**config.mk**
```make
export PLATFORM = sky130hd
export DESIGN_NAME = ucps_top
export DESIGN_NICKNAME = d
export VERILOG_FILES = /design/src/verilog/ucps_pkg.sv /design/src/verilog/ucps_chan.sv /design/src/verilog/ucps_top.sv
export SDC_FILE = /design/constraint.sdc
export NUM_CORES = 1
export LEC_CHECK = 0
export ABC_AREA = 0
export BUFFER_PORTS_ARGS = -buffer_cell sky130_fd_sc_hd__buf_2
export CORE_UTILIZATION = 55
export DETAILED_ROUTE_END_ITERATION = 8
export HOLD_SLACK_MARGIN = 0.06
export PLACE_DENSITY = 0.85
export SLEW_MARGIN = 0
export SYNTH_ARGS = -nofsm -noshare
export SYNTH_HDL_FRONTEND = slang
export SYNTH_HIERARCHICAL = 1
export SYNTH_SLANG_ARGS = --single-unit
```
**constraint.sdc**
```tcl
create_clock -name aclk -period 2.3 [get_ports aclk]
set_input_delay 0.23 -clock aclk [delete_from_list [all_inputs] [get_ports aclk]]
set_output_delay 0.23 -clock aclk [all_outputs]
set_load 0.02 [all_outputs]
```
**src/verilog/ucps_pkg.sv**
```systemverilog
// Shared constants and carrier types for the UART channel pin signalling
package ucps_pkg;

    // Channel count and FIFO sizing
    localparam int NUM_CHAN = 2;
    localparam int FIFO_DEPTH = 64;
    localparam int LVL_W = 7;

    // Register byte offsets within one channel window
    localparam logic [7:0] OFF_MCR = 8'h00;
    localparam logic [7:0] OFF_IER = 8'h04;
    localparam logic [7:0] OFF_EFR = 8'h08;
    localparam logic [7:0] OFF_MSR = 8'h0C;
    localparam logic [7:0] OFF_RXTRIG = 8'h10;
    localparam logic [7:0] OFF_TXTRIG = 8'h14;
    // Channel B window starts here; address bit 5 picks the channel
    localparam logic [7:0] CHAN_STRIDE = 8'h20;
    localparam int CHAN_SEL_BIT = 5;

    // Field positions
    localparam int MCR_RTS_BIT = 1;
    localparam int MCR_IRQEN_BIT = 3;
    localparam int MCR_LOOP_BIT = 4;
    localparam int IER_MS_BIT = 3;
    localparam int EFR_ARTS_BIT = 6;
    localparam int MSR_RI_EDGE_BIT = 2;
    localparam int MSR_RI_LVL_BIT = 6;

    // Reset values
    localparam logic [7:0] MCR_RST = 8'h00;
    localparam logic [7:0] IER_RST = 8'h00;
    localparam logic [7:0] EFR_RST = 8'h00;
    localparam logic [7:0] RXTRIG_RST = 8'h08;
    localparam logic [7:0] TXTRIG_RST = 8'h08;

    // AXI responses
    localparam logic [1:0] RESP_OKAY = 2'h0;
    localparam logic [1:0] RESP_SLVERR = 2'h2;

    // Configuration handed to one channel
    typedef struct packed {
        logic rts_req;
        logic irq_en;
        logic loopback;
        logic ms_ie;
        logic auto_rts;
        logic [LVL_W-1:0] rx_trig;
        logic [LVL_W-1:0] tx_trig;
    } ucps_cfg_t;

    // FIFO status from the rest of the channel
    typedef struct packed {
        logic [LVL_W-1:0] rx_level;
        logic rx_timeout;
        logic rx_error;
        logic [LVL_W-1:0] tx_free;
        logic tx_full;
    } ucps_fifo_t;

    // Whole state of one channel
    typedef struct packed {
        logic ri_s1;
        logic ri_s2;
        logic ri_prev;
        logic ri_flag;
        logic rts_n;
        logic ser_out;
        logic rx_to_rcv;
        logic rxrdy_n;
        logic txrdy_n;
        logic irq;
        logic hold;
    } ucps_chan_st_t;

    // Pins idle high, flags clear
    localparam ucps_chan_st_t CHAN_RST = '{ri_s1: 1'b1, ri_s2: 1'b1,
        ri_prev: 1'b1, ri_flag: 1'b0, rts_n: 1'b1, ser_out: 1'b1,
        rx_to_rcv: 1'b1, rxrdy_n: 1'b1, txrdy_n: 1'b1, irq: 1'b0,
        hold: 1'b0};

    // Bus phases
    typedef enum logic [0:0] {
        PH_IDLE = 1'b0,
        PH_RESP = 1'b1
    } ucps_phase_t;

endpackage

```
**src/verilog/ucps_chan.sv**
```systemverilog
// One UART channel: ring input, ready outputs, loopback gating, interrupt
`timescale 1ns/10ps
module ucps_chan (
    // Clock and reset
    input wire logic aclk,
    input wire logic aresetn,
    // Control from registers
    input wire ucps_pkg::ucps_cfg_t cfg,
    input wire logic msr_rd,
    input wire logic irq_other,
    // FIFO and transmitter side
    input wire ucps_pkg::ucps_fifo_t fifo,
    input wire logic tx_data,
    // Pins
    input wire logic ring_n,
    input wire logic serial_in,
    output logic rts_n,
    output logic serial_out,
    output logic rxrdy_n,
    output logic txrdy_n,
    output logic irq,
    // Internal results
    output logic rx_to_rcv,
    output logic hold,
    output logic ri_level,
    output logic ri_flag
);
    import ucps_pkg::*;

    ucps_chan_st_t q;
    ucps_chan_st_t d;
    logic ri_rise;

    // Next state of the whole channel
    always_comb begin
        d = q;
        d.ri_s1 = ring_n;
        d.ri_s2 = q.ri_s1;
        d.ri_prev = q.ri_s2;
        ri_rise = q.ri_s2 & ~q.ri_prev;
        if (msr_rd) begin
            d.ri_flag = 1'b0;
        end
        // A new edge beats a status read in the same cycle
        if (ri_rise) begin
            d.ri_flag = 1'b1;
        end
        // control bit drives the pin low
        d.rts_n = ~cfg.rts_req;
        // flow gating only with auto mode
        d.hold = cfg.auto_rts & q.rts_n;
        if (cfg.loopback) begin
            d.ser_out = 1'b1;
            d.rx_to_rcv = tx_data;
        end else begin
            d.ser_out = tx_data;
            d.rx_to_rcv = serial_in;
        end
        if (fifo.rx_level >= cfg.rx_trig || fifo.rx_timeout) begin
            d.rxrdy_n = 1'b0;
        end
        if (fifo.rx_level == '0 || fifo.rx_error) begin
            d.rxrdy_n = 1'b1;
        end
        if (fifo.tx_free >= cfg.tx_trig) begin
            d.txrdy_n = 1'b0;
        end
        if (fifo.tx_full) begin
            d.txrdy_n = 1'b1;
        end
        d.irq = cfg.irq_en & ((q.ri_flag & cfg.ms_ie) | irq_other);
    end

    // State register
    always_ff @(posedge aclk) begin
        if (!aresetn) begin
            q <= CHAN_RST;
        end else begin
            q <= d;
        end
    end

    // Outputs straight from flops, ri_level through an inverter
    assign rts_n = q.rts_n;
    assign serial_out = q.ser_out;
    assign rxrdy_n = q.rxrdy_n;
    assign txrdy_n = q.txrdy_n;
    assign irq = q.irq;
    assign rx_to_rcv = q.rx_to_rcv;
    assign hold = q.hold;
    assign ri_level = ~q.ri_s2;
    assign ri_flag = q.ri_flag;

endmodule

```
**src/verilog/ucps_top.sv**
```systemverilog
// Two-channel UART pin signalling with an AXI4-Lite register slave
// Summary of operation
// - Each channel owns its full set of pins.
// - Ring rising edge raises enabled modem interrupt.
// - Ring level readable in modem status register.
// - Control bit one drives request-to-send low.
// - Request-to-send held high after reset.
// - Request-to-send gates flow only in auto mode.
// - Loopback ignores receive pin, loops transmit data.
// - Loopback disconnects the transmit pin.
// - Receive ready low at trigger or timeout.
// - Receive ready high when empty or error.
// - Transmit ready low with trigger free spaces.
// - Transmit ready high when buffer full.
// - Interrupt output needs control enable bit.
`timescale 1ns/10ps
module ucps_top #(
    parameter int ADDR_W = 8,
    parameter int DEPTH = ucps_pkg::FIFO_DEPTH
) (
    // Clock and reset
    input wire logic aclk,
    input wire logic aresetn,
    // AXI4-Lite write address
    input wire logic s_axi_awvalid,
    output logic s_axi_awready,
    input wire logic [ADDR_W-1:0] s_axi_awaddr,
    // AXI4-Lite write data
    input wire logic s_axi_wvalid,
    output logic s_axi_wready,
    input wire logic [31:0] s_axi_wdata,
    input wire logic [3:0] s_axi_wstrb,
    // AXI4-Lite write response
    output logic s_axi_bvalid,
    input wire logic s_axi_bready,
    output logic [1:0] s_axi_bresp,
    // AXI4-Lite read address
    input wire logic s_axi_arvalid,
    output logic s_axi_arready,
    input wire logic [ADDR_W-1:0] s_axi_araddr,
    // AXI4-Lite read data
    output logic s_axi_rvalid,
    input wire logic s_axi_rready,
    output logic [31:0] s_axi_rdata,
    output logic [1:0] s_axi_rresp,
    // Channel A pins
    input wire logic ring_indicator_in_a,
    input wire logic serial_in_a,
    output logic request_to_send_out_a,
    output logic serial_out_a,
    output logic receive_ready_out_a,
    output logic transmit_ready_out_a,
    output logic irq_out_a,
    // Channel B pins
    input wire logic ring_indicator_in_b,
    input wire logic serial_in_b,
    output logic request_to_send_out_b,
    output logic serial_out_b,
    output logic receive_ready_out_b,
    output logic transmit_ready_out_b,
    output logic irq_out_b,
    // Channel A core side
    input wire ucps_pkg::ucps_fifo_t fifo_a,
    input wire logic tx_data_a,
    input wire logic irq_other_a,
    output logic rx_to_rcv_a,
    output logic flow_hold_a,
    // Channel B core side
    input wire ucps_pkg::ucps_fifo_t fifo_b,
    input wire logic tx_data_b,
    input wire logic irq_other_b,
    output logic rx_to_rcv_b,
    output logic flow_hold_b
);
    import ucps_pkg::*;

    // Trigger fields only reach the FIFO's own count range
    if (ADDR_W < 8 || DEPTH > FIFO_DEPTH || DEPTH < 1) begin : g_bad_param
        $error("ucps_top: unsupported ADDR_W or DEPTH");
    end

    // Whole bus and register state
    typedef struct packed {
        ucps_phase_t wph;
        ucps_phase_t rph;
        logic aw_got;
        logic w_got;
        logic [7:0] awaddr;
        logic [7:0] wdata;
        logic wstrb0;
        logic awready;
        logic wready;
        logic [1:0] bresp;
        logic arready;
        logic [31:0] rdata;
        logic [1:0] rresp;
        logic [1:0][7:0] modem_control_reg;
        logic [1:0][7:0] interrupt_enable_reg;
        logic [1:0][7:0] enhanced_feature_reg;
        logic [1:0][7:0] rxt;
        logic [1:0][7:0] txt;
    } ucps_top_st_t;

    ucps_top_st_t q;
    ucps_top_st_t d;

    ucps_cfg_t [1:0] cfg;
    logic [1:0] msr_rd;
    logic [1:0] ri_level;
    logic [1:0] ri_flag;
    logic [1:0] ring_n;
    logic [1:0] ser_in;
    logic [1:0] rts_n;
    logic [1:0] ser_out;
    logic [1:0] rxrdy_n;
    logic [1:0] txrdy_n;
    logic [1:0] irq;
    logic [1:0] rx_rcv;
    logic [1:0] hold;
    logic [1:0] tx_data;
    logic [1:0] irq_other;
    ucps_fifo_t [1:0] fifo;

    // Offset within a channel window, or all ones if unmapped
    function automatic logic [7:0] reg_off(input logic [7:0] a);
        logic [7:0] o;
        o = a & ~CHAN_STRIDE;
        if (o == OFF_MCR || o == OFF_IER || o == OFF_EFR ||
            o == OFF_MSR || o == OFF_RXTRIG || o == OFF_TXTRIG) begin
            return o;
        end
        return 8'hFF;
    endfunction

    logic [7:0] raddr;
    logic [7:0] woff;
    logic [7:0] roff;
    logic wch;
    logic rch;
    logic [7:0] rval;
    logic [7:0] msr_val;

    // Bus decode and register update
    always_comb begin
        d = q;
        msr_rd = 2'h0;
        raddr = s_axi_araddr[7:0];
        woff = reg_off(q.awaddr);
        wch = q.awaddr[CHAN_SEL_BIT];
        roff = reg_off(raddr);
        rch = raddr[CHAN_SEL_BIT];
        msr_val = 8'h00;
        msr_val[MSR_RI_LVL_BIT] = ri_level[rch];
        msr_val[MSR_RI_EDGE_BIT] = ri_flag[rch];
        // Capture write address and data in either order
        if (s_axi_awvalid && q.awready) begin
            d.aw_got = 1'b1;
            d.awaddr = s_axi_awaddr[7:0];
        end
        if (s_axi_wvalid && q.wready) begin
            d.w_got = 1'b1;
            d.wdata = s_axi_wdata[7:0];
            d.wstrb0 = s_axi_wstrb[0];
        end
        // Write once both halves are held
        if (q.wph == PH_IDLE && q.aw_got && q.w_got) begin
            d.wph = PH_RESP;
            d.aw_got = 1'b0;
            d.w_got = 1'b0;
            d.bresp = (woff == 8'hFF || woff == OFF_MSR ||
                       q.awaddr[7:6] != 2'h0) ? RESP_SLVERR : RESP_OKAY;
            if (q.wstrb0 && q.awaddr[7:6] == 2'h0) begin
                case (woff)
                    OFF_MCR: d.modem_control_reg[wch] = q.wdata;
                    OFF_IER: d.interrupt_enable_reg[wch] = q.wdata;
                    OFF_EFR: d.enhanced_feature_reg[wch] = q.wdata;
                    OFF_RXTRIG: d.rxt[wch] = q.wdata;
                    OFF_TXTRIG: d.txt[wch] = q.wdata;
                    default: d.bresp = d.bresp;
                endcase
            end
        end else if (q.wph == PH_RESP && s_axi_bready) begin
            d.wph = PH_IDLE;
        end
        d.awready = ~d.aw_got && d.wph == PH_IDLE;
        d.wready = ~d.w_got && d.wph == PH_IDLE;
        // Reads answer one cycle after the address is taken
        case (roff)
            OFF_MCR: rval = q.modem_control_reg[rch];
            OFF_IER: rval = q.interrupt_enable_reg[rch];
            OFF_EFR: rval = q.enhanced_feature_reg[rch];
            // live ring level and edge flag
            OFF_MSR: rval = msr_val;
            OFF_RXTRIG: rval = q.rxt[rch];
            OFF_TXTRIG: rval = q.txt[rch];
            default: rval = 8'h00;
        endcase
        if (s_axi_arvalid && q.arready) begin
            d.rph = PH_RESP;
            d.rdata = {24'h000000, rval};
            d.rresp = (roff == 8'hFF || raddr[7:6] != 2'h0) ?
                      RESP_SLVERR : RESP_OKAY;
            // Reading status clears the sticky ring flag
            if (roff == OFF_MSR && raddr[7:6] == 2'h0) begin
                msr_rd[rch] = 1'b1;
            end
        end else if (q.rph == PH_RESP && s_axi_rready) begin
            d.rph = PH_IDLE;
        end
        d.arready = d.rph == PH_IDLE;
    end

    // State register
    always_ff @(posedge aclk) begin
        if (!aresetn) begin
            q <= '{wph: PH_IDLE, rph: PH_IDLE, aw_got: 1'b0, w_got: 1'b0,
                   awaddr: 8'h00, wdata: 8'h00, wstrb0: 1'b0,
                   awready: 1'b1, wready: 1'b1, bresp: RESP_OKAY,
                   arready: 1'b1, rdata: 32'h00000000, rresp: RESP_OKAY,
                   modem_control_reg: {MCR_RST, MCR_RST}, interrupt_enable_reg: {IER_RST, IER_RST},
                   enhanced_feature_reg: {EFR_RST, EFR_RST},
                   rxt: {RXTRIG_RST, RXTRIG_RST},
                   txt: {TXTRIG_RST, TXTRIG_RST}};
        end else begin
            q <= d;
        end
    end

    // Bus outputs from flops
    assign s_axi_awready = q.awready;
    assign s_axi_wready = q.wready;
    assign s_axi_bvalid = q.wph == PH_RESP;
    assign s_axi_bresp = q.bresp;
    assign s_axi_arready = q.arready;
    assign s_axi_rvalid = q.rph == PH_RESP;
    assign s_axi_rdata = q.rdata;
    assign s_axi_rresp = q.rresp;

    // Gather per-channel pins into vectors
    assign ring_n = {ring_indicator_in_b, ring_indicator_in_a};
    assign ser_in = {serial_in_b, serial_in_a};
    assign tx_data = {tx_data_b, tx_data_a};
    assign irq_other = {irq_other_b, irq_other_a};
    assign fifo = {fifo_b, fifo_a};

    for (genvar c = 0; c < NUM_CHAN; c++) begin : g_chan
        assign cfg[c] = '{rts_req: q.modem_control_reg[c][MCR_RTS_BIT],
                          irq_en: q.modem_control_reg[c][MCR_IRQEN_BIT],
                          loopback: q.modem_control_reg[c][MCR_LOOP_BIT],
                          ms_ie: q.interrupt_enable_reg[c][IER_MS_BIT],
                          auto_rts: q.enhanced_feature_reg[c][EFR_ARTS_BIT],
                          rx_trig: q.rxt[c][LVL_W-1:0],
                          tx_trig: q.txt[c][LVL_W-1:0]};
        ucps_chan u_chan (
            .aclk(aclk),
            .aresetn(aresetn),
            .cfg(cfg[c]),
            .msr_rd(msr_rd[c]),
            .irq_other(irq_other[c]),
            .fifo(fifo[c]),
            .tx_data(tx_data[c]),
            .ring_n(ring_n[c]),
            .serial_in(ser_in[c]),
            .rts_n(rts_n[c]),
            .serial_out(ser_out[c]),
            .rxrdy_n(rxrdy_n[c]),
            .txrdy_n(txrdy_n[c]),
            .irq(irq[c]),
            .rx_to_rcv(rx_rcv[c]),
            .hold(hold[c]),
            .ri_level(ri_level[c]),
            .ri_flag(ri_flag[c])
        );
    end

    // Pin outputs, each a channel flop
    assign request_to_send_out_a = rts_n[0];
    assign request_to_send_out_b = rts_n[1];
    assign serial_out_a = ser_out[0];
    assign serial_out_b = ser_out[1];
    assign receive_ready_out_a = rxrdy_n[0];
    assign receive_ready_out_b = rxrdy_n[1];
    assign transmit_ready_out_a = txrdy_n[0];
    assign transmit_ready_out_b = txrdy_n[1];
    assign irq_out_a = irq[0];
    assign irq_out_b = irq[1];
    assign rx_to_rcv_a = rx_rcv[0];
    assign rx_to_rcv_b = rx_rcv[1];
    assign flow_hold_a = hold[0];
    assign flow_hold_b = hold[1];
endmodule

```
Word-level counts from Yosys, hierarchy flattened
Index checks and enable logic that the tools add are counted. Widths: inputs -> output; s select.

Magnitude comparators: 8. Equality and inequality tests: 22. Muxes and demuxes: 47. Bitwise operators: 22. Reductions and logical operators: 53.

Operator list (count): $mux 8 (15); $bwmux 16 (5); $pmux 8 s6 (1); $eq 8x4->1 const B (4); $eq 8x5->1 const B (4); $logic_not 8->1 (4); $eq 7x4->1 const B (4); $eq 7x5->1 const B (4); $ge 7x7->1 (4); $mux 1 (19); $logic_or 1x1->1 (17); $eq 8x3->1 const B (2); $eq 8x8->1 const B (2); $reduce_and 3->1 (5); $eq 7x3->1 const B (2); $logic_not 7->1 (2); $logic_and 1x1->1 (13); $not 1->1 (12); $reduce_or 2->1 (6); $mux 2 (5); $and 1x1->1 (8); $demux 8 s1 (1); $reduce_bool 2->1 (4); $logic_not 2->1 (2); other kinds (4) (7).

Register bits after elaboration: 138. Input bits: 101. Output and inout bits: 55. Word-level logic and storage cells: 197.

Longest topological paths before layout
Gate-level depths: netlist of run 1.

Depth in word-level cells: 14. Mapped depth: 7. Depth with buffers taken out: 6.

Modules after synthesis
The synthesis of run 1 kept the hierarchy.

Modules (own cells, without submodules): ucps_top (instances 1, cells each 561, area an instance 5581.6 sq um, sequential area each 2282.2 sq um); ucps_chan (instances 2, cells each 81, area an instance 688.2 sq um, sequential area each 220.2 sq um).

Worst setup path after synthesis of run 1
No wires, ideal clock.

Kind: reg-to-reg. Start point: reg q[128] in the netlist's numbering. End point: reg q, in the netlist cfg[16]. Library setup time: 119 ps. Data arrival time: 1596 ps. Required time: 2181 ps. Setup slack: 585 ps. Stages on the path, launching flop included: 6. Path buffers: 1. Clock period less this slack: 1715 ps. Path through: dfxtp_1 nor4_4 nand3_2 or3b_1 buf_6 mux2i_1.

Longest elaborated chain between the ends: 10. Elaborated cells on any way between the ends: 16. Classes of those cells: eq/ne (5); mux (3); reduce/logical (8).

RTL lines: start: declaration (RTL line ucps_top.sv:104) `ucps_top_st_t q;`; start signal: assignment (RTL line ucps_top.sv:216) `q <= '{wph: PH_IDLE, rph: PH_IDLE, aw_got: 1'b0, w_got: 1'b0,`; $eq 7x3->1 / $logic_not 8->1 (equally long branches) (RTL line ucps_top.sv:128) `if (o == OFF_MCR || o == OFF_IER || o == OFF_EFR ||`; $logic_or 1x1->1 (3 in a row) (RTL line ucps_top.sv:128); $logic_or 1x1->1 (2 in a row) (RTL line ucps_top.sv:129) `o == OFF_MSR || o == OFF_RXTRIG || o == OFF_TXTRIG) begin`; $mux 1 (RTL line ucps_top.sv:128); $mux 8 * (RTL line ucps_top.sv:132) `return 8'hFF;`; $logic_not 8->1 * (RTL line ucps_top.sv:173) `case (woff)`; $reduce_and 3->1 (no source line) *.

Mark *: on every way between the ends. The rest lies on a longest branch, timed or not. The select of a mux whose other input is x is not followed. A chain may end at the register's enable or synchronous reset.

Final worst setup path of run 1
Start point: reg q[131] in the netlist's numbering. End point: reg q[34] in the netlist's numbering.

Longest elaborated chain between the ends: 10. Elaborated cells on any way between the ends: 16. Classes of those cells: eq/ne (6); mux (3); reduce/logical (7).

RTL lines (RTL line): $eq 7x3->1 / $logic_not 8->1 (equally long branches) (ucps_top.sv:128); $logic_or 1x1->1 (3 in a row) (ucps_top.sv:128); $logic_or 1x1->1 (2 in a row) (ucps_top.sv:129); $mux 1 (ucps_top.sv:128); $mux 8 * (ucps_top.sv:132); $eq 8x4->1 * (ucps_top.sv:173); $reduce_and 3->1 (no source line) *.

Marks and branches as above.

==> impl_metrics.env, run 1 <==
export IMPL_postRouteAntennaNets=0
export IMPL_grt_usage_pct=26.0
export IMPL_dp_hpwl_um=10800
export IMPL_die_w_um=114
export IMPL_cp_cell_sequence="nor3b_1, nand4_2, mux2i_1, nor2b_1"
export IMPL_synth_area_leaders="dfxtp_1 (39%), mux2i_1 (15%), nor2b_1 (5.8%)"
export IMPL_status="finished clean"
export IMPL_grt_max_degree=57
export IMPL_power_mw=5.78
export IMPL_critPathBufInv=0
export IMPL_final_setup_worst_slack_ps=377
export IMPL_clock_path_buffers=2
export IMPL_grt_pass1_vias=5164
export IMPL_firstDrtPassIters=5
export IMPL_globalplace_congestion=0.846
export IMPL_syn_instance_count=723
export IMPL_drt_iter0_drc=443
export IMPL_htree_levels=4
export IMPL_cp_max_fo=11
export IMPL_hold_class="in -> reg"
export IMPL_setup_worst_path_start_class="register"
export IMPL_cts_setup_buffers=0
export IMPL_io_buffers=102
export IMPL_maxCapViolCount=0
export IMPL_fin_util_pct=67.2
export IMPL_placementRows=40
export IMPL_numClockSinks=136
export IMPL_critPathArrivalTime_ps=2240
export IMPL_vias=5480
export IMPL_rsz0062_at_grt="no"
export IMPL_routedWlPerCell_um=16.0
export IMPL_route_detailed_drc=0
export IMPL_relSlewSlack_pct=37.4
export IMPL_grt_pass1_wl_um=25700
export IMPL_synth_seq_cells=136
export IMPL_critPathMaxStageDelay_ps=510
export IMPL_finalHoldViolations=0
export IMPL_power_density_nw_per_um2=707
export IMPL_yosys_area_top_type_share_pct=39.1
export IMPL_cts_root_buf="clkbuf_16"
export IMPL_fill_cells=924
export IMPL_syn_cell_area_um2=6960
export IMPL_synth_edf_count=0
export IMPL_grt_overflow_total=0
export IMPL_p_leak_nw=3.86
export IMPL_crit_type="reg -> reg"
export IMPL_synth_flop_cell="dfxtp_1"
export IMPL_worstMarginPinSlew_ps=930
export IMPL_fin_crit_sh_pct=83.6
export IMPL_period_minus_slack_ps=1920
export IMPL_instances_no_fill=1005
export IMPL_yosysTopAreaCell="dfxtp_1"
export IMPL_synth_cell_type_count=53
export IMPL_drive_above_1_share_pct=20.2
export IMPL_setup_viol=0
export IMPL_critPathTopFamily="simple AND/OR/NAND/NOR gates"
export IMPL_core_area_um2=12200
export IMPL_fin_nets=953
export IMPL_antenna_found_initial=0
export IMPL_yosysSeqAreaShare_pct=39.1
export IMPL_syn_area_per_cell_um2=9.62
export IMPL_synth_most_common_cell="dfxtp_1"
export IMPL_dp_slack_ps=445
export IMPL_io_pins=156
export IMPL_yosysWarnings=6
export IMPL_cp_required_ps=2610
export IMPL_fin_skew_ps=7.40
export IMPL_max_clock_freq_ghz=0.520
export IMPL_report_final_slew_viol_count=0
export IMPL_dieHeight_um=114
export IMPL_clk_latency_ps=430
export IMPL_synth_async_reset_ratio_pct=0
export IMPL_synthTopCellsByCount="dfxtp_1 (136), mux2i_1 (106), nand2_1 (77)"
export IMPL_critPathSlowestCell="dfxtp_1"
export IMPL_cts_buffers=17
export IMPL_fin_tns_setup_ps=0
export IMPL_area_growth_syn_to_layout_pct=17.4
export IMPL_floorplan_initialDensity_pct=57.2
export IMPL_irDropWorstVdd_uv=532
export IMPL_endpoint_kind="register"
export IMPL_die_area_um2=13100
export IMPL_via_per_inst=5.45
export IMPL_cts_tree="yes"
export IMPL_dp_cells=952
export IMPL_path_clk_slew_ps=60
export IMPL_diodes=0
export IMPL_routed_wl_um=16100
[layer usage]
metal / track usage, % / part of all wire [%] / vias up
li1: - / - / 2647
met1: 32.2 / 44 / 2580
met2: 43.7 / 49 / 222
met3: 5.72 / 5.8 / 31
met4: 10.7 / 2.0 / 0
met5: 0 / 0 / -
[through the flow]
step,instance area (µm²),hold WS (ps)
finish,8170,73.3
global route,8170,76.7
CTS,8170,61.1
detailed placement,7350,395
global placement,7350,402
floorplan,7050,326
[final cells by class]
| class | instances | area [µm²] | area share (%) |
|---|---|---|---|
| multi-input combinational | 494 | 3630 | 44.5 |
| sequential | 136 | 2720 | 33.3 |
| timing repair buffer | 135 | 838 | 10.3 |
| clock buffer | 18 | 439 | 5.38 |
| tap | 168 | 210 | 2.57 |
| clock inverter | 14 | 175 | 2.14 |
| inverter | 40 | 150 | 1.84 |
[sequential cells by signal (all words and copies together), names as in the netlist]
signal	flops
s_axi_awready	1
g_chan.u_chan/rts_n	2
g_chan.u_chan/rx_to_rcv	2
g_chan.u_chan/rxrdy_n	2
s_axi_arready	1
g_chan.u_chan/q	2
g_chan.u_chan/txrdy_n	2
cfg	38
s_axi_wready	1
g_chan.u_chan/d	4
q	61
g_chan.u_chan/irq	2
g_chan.u_chan/serial_out	2
s_axi_bvalid	1
s_axi_rvalid	1
s_axi_rresp	1
g_chan.u_chan/hold	2
s_axi_bresp	1
g_chan.u_chan/ri_flag	2
s_axi_rdata	8
[where the power goes]
group          switching, mW  total (mW)  internal, mW
logic                  0.286       0.502         0.216
registers             0.0714        2.48          2.41
clock network           1.06        2.80          1.73
total                   1.42        5.78          4.36
[timing repair]
action | in CTS | in global routing
endpoints found under the hold margin | 21 | 0
hold buffers | 21 | 0
gates resized for setup | 0 | 0
endpoints found under the setup margin | 0 | 0
[worst min-delay path, stage by stage]
cell and delay (ps):
buf_2 100, nand2_1 40, a21boi_0 80
[cells by family after synthesis]
logic type               count (synthesis)  share of synthesized area (%)
AO/OA/AOI/OAI                           88                           8.02
adder cells (fa/ha/maj)                 28                           5.04
buffers and inverters                  118                           9.98
flip-flops                             136                           39.1
multiplexers                           117                           18.2
other                                    1                         0.0539
AND/OR/NAND/NOR                        235                           19.6
[cells in the final DEF, fill, tap and decap left out, drive strengths merged, types with 18 or more instances in the layout]
| cell | Yosys | routed |
|---|---|---|
| dfxtp | 136 | 136 |
| nor2b | 64 | 64 |
| nand2 | 77 | 77 |
| ha | 28 | 28 |
| mux2i | 106 | 106 |
| buf | 58 | 114 |
| inv | 40 | 41 |
| a21oi | 20 | 20 |
| conb | 1 | 26 |
| clkbuf | 20 | 18 |
| dlygate4sd3 | 0 | 21 |
[path summary, 6_finish.rpt]
check	start	end	slack, ps	cells past startpoint
max	q[131]$_SDFFE_PN0P_	q[34]$_SDFFE_PN0P_	380	4
min	s_axi_wdata[0]	q[120]$_SDFFE_PN0P_	70	3
max reg2reg	q[131]$_SDFFE_PN0P_	q[34]$_SDFFE_PN0P_	380	4
min reg2reg	g_chan[0].u_chan/d[9]$_SDFF_PN1_	g_chan[0].u_chan/d[8]$_SDFF_PN1_	420	1
Power figures use the tool's default switching activity.
==> run 2, diff against run 1 <==
- clock period: 2.3 -> 1.8 ns (I/O delays scaled with it)
==> run 2 against run 1 <==
  * Clock skew fell by 1.9 ps
  * Clock power grew 31%
  * Design area up 2.9%
  * Via count decreased by 1.1%
  * Cell count rose by 2.1%
==> impl_metrics.env, run 2 (synthesis results as in run 1) <==
export IMPL_status="finished clean"
export IMPL_grt_pass1_vias=5471
export IMPL_routed_wl_um=16000
export IMPL_vias=5417
export IMPL_numClockSinks=136
export IMPL_swShare_pct=24.1
export IMPL_htree_levels=4
export IMPL_multiInputGateArea_um2=3670
export IMPL_drive_above_1_share_pct=21.5
export IMPL_antenna_found_initial=0
export IMPL_p_leak_nw=3.97
export IMPL_cp_required_ps=2110
export IMPL_critPathBufInv=1
export IMPL_die_area_um2=13100
export IMPL_clock_path_buffers=2
export IMPL_maxCapViolCount=0
export IMPL_hold_class="in -> reg"
export IMPL_wl_met1_um=6780
export IMPL_max_clock_freq_ghz=0.557
export IMPL_route_detailed_drc=0
export IMPL_fin_tns_setup_ps=0
export IMPL_cts_buffers=17
export IMPL_io_pins=156
export IMPL_die_w_um=114
export IMPL_grt_usage_pct=26.0
export IMPL_largest_register_ffs=61
export IMPL_wl_met2_um=7880
export IMPL_cts_root_buf="clkbuf_16"
export IMPL_p_int_mw=5.70
export IMPL_critPathArrivalTime_ps=2110
export IMPL_irDropWorstVdd_uv=704
export IMPL_grt_max_degree=50
export IMPL_via_per_inst=5.28
export IMPL_p_clk_share_pct=48.8
export IMPL_cts_tree="yes"
export IMPL_rsz0062_at_grt="yes"
export IMPL_area_growth_syn_to_layout_pct=20.9
export IMPL_report_final_slew_viol_count=0
export IMPL_power_mw=7.51
export IMPL_cp_max_fo=8
export IMPL_setup_worst_path_start_class="register"
export IMPL_relSlewSlack_pct=59.5
export IMPL_power_density_nw_per_um2=893
export IMPL_top_register="q"
export IMPL_wl_met3_um=1010
export IMPL_core_area_um2=12200
export IMPL_endpoint_kind="register"
export IMPL_firstDrtPassIters=4
export IMPL_drt_iter0_drc=370
export IMPL_clk_latency_ps=430
export IMPL_fin_skew_ps=5.50
export IMPL_worstMarginPinSlew_ps=606
export IMPL_routedWlPerCell_um=15.6
export IMPL_critPathTopFamily="simple AND/OR/NAND/NOR gates"
export IMPL_maxUsedRoutingLayer="met4"
export IMPL_floorplan_initialDensity_pct=57.2
export IMPL_final_common_cell="dfxtp_1"
export IMPL_combinationalPowerShare_pct=9.0
export IMPL_postRouteAntennaNets=0
export IMPL_fill_cells=903
export IMPL_path_clk_slew_ps=60
export IMPL_critPathMaxStageDelay_ps=350
export IMPL_dieHeight_um=114
export IMPL_setup_viol=0
export IMPL_placementRows=40
export IMPL_final_seq_area_um2=2720
export IMPL_cp_cell_sequence="nor3b_1, buf_4, nand4_2, mux2i_1, nor2b_1"
export IMPL_critPathSlowestCell="dfxtp_1"
export IMPL_globalplace_congestion=0.828
export IMPL_finalHoldViolations=0
export IMPL_final_cell_mix="dfxtp_1 (136), mux2i_1 (106), buf_2 (101), nand2_1 (77), nor2b_1 (64)"
export IMPL_dp_hpwl_um=10700
export IMPL_power_switching_mw=1.81
export IMPL_fin_nets=973
export IMPL_fin_crit_sh_pct=99.7
export IMPL_grt_pass1_wl_um=26100
export IMPL_io_buffers=102
export IMPL_period_minus_slack_ps=1790
export IMPL_crit_type="reg -> reg"
export IMPL_holdWs_ps=99.8
export IMPL_pwr_share_seq_pct=42.2
export IMPL_grt_overflow_total=0
## run 2: worst paths after layout
kind,endpoint,cells after the start,start,slack (ps)
setup / recovery,cfg[12]$_SDFFE_PN0P_,5,q[134]$_SDFFE_PN0P_,6
hold / removal,s_axi_bvalid$_SDFF_PN0_,3,s_axi_bready,100
setup reg to reg,cfg[12]$_SDFFE_PN0P_,5,q[134]$_SDFFE_PN0P_,6
hold reg to reg,g_chan[0].u_chan/d[8]$_SDFF_PN1_,1,g_chan[0].u_chan/d[9]$_SDFF_PN1_,420
## run 2: layer usage
| layer | up-vias | global-route usage (%) |
|---|---|---|
| li1 | 2682 | - |
| met2 | 166 | 44.2 |
| met3 | 25 | 5.51 |
| met4 | 0 | 10.4 |
| met5 | - | 0 |
| met1 | 2544 | 32.3 |
## run 2: layout make-up
class,count,share of cell area (%)
Clock buffer,17,5.06
Clock inverter,15,2.38
Inverter,40,1.79
Tap cell,168,2.50
Timing Repair Buffer,155,12.2
Antenna cell,1,0.0298
Sequential cell,136,32.4
Multi-Input combinational cell,494,43.7
## run 2: timing repair
| action | 4_1_cts | 5_1_grt |
|---|---|---|
| hold endpoints to repair | 29 | 0 |
| resized for setup | 0 | 7 |
| setup buffers | 0 | 1 |
| endpoints found under the setup margin | 0 | 41 |
| hold buffers | 31 | 0 |
## run 2: worst reg2reg max path: stages, from the launching register on
cell and delay (ps):
dfxtp_1 350, nor3b_1 340, buf_4 260, nand4_2 360, mux2i_1 300, nor2b_1 80
## run 2: power by group through the flow
stage | Sequential (mW) | Combinational [mW] | Clock, mW
3_5_place_dp | 3.23 | 0.606 | 0
5_1_grt | 3.18 | 0.744 | 3.84
4_1_cts | 3.17 | 0.661 | 3.70
3_3_place_gp | 3.23 | 0.592 | 0
6_report | 3.17 | 0.677 | 3.66
2_1_floorplan | 3.20 | 0.484 | 0
## run 2: metrics by stage
step           cell area, µm²  std cells  setup slack, ps  utilization, %
5_1_grt                  8410       1025             -126            69.1
6_report                 8410       1026             5.76            69.2
3_3_place_gp             7430        961             98.6            61.1
3_5_place_dp             7430        961             43.8            61.1
2_1_floorplan            7050        748             85.0               -
4_1_cts                  8360       1024             7.23            68.8
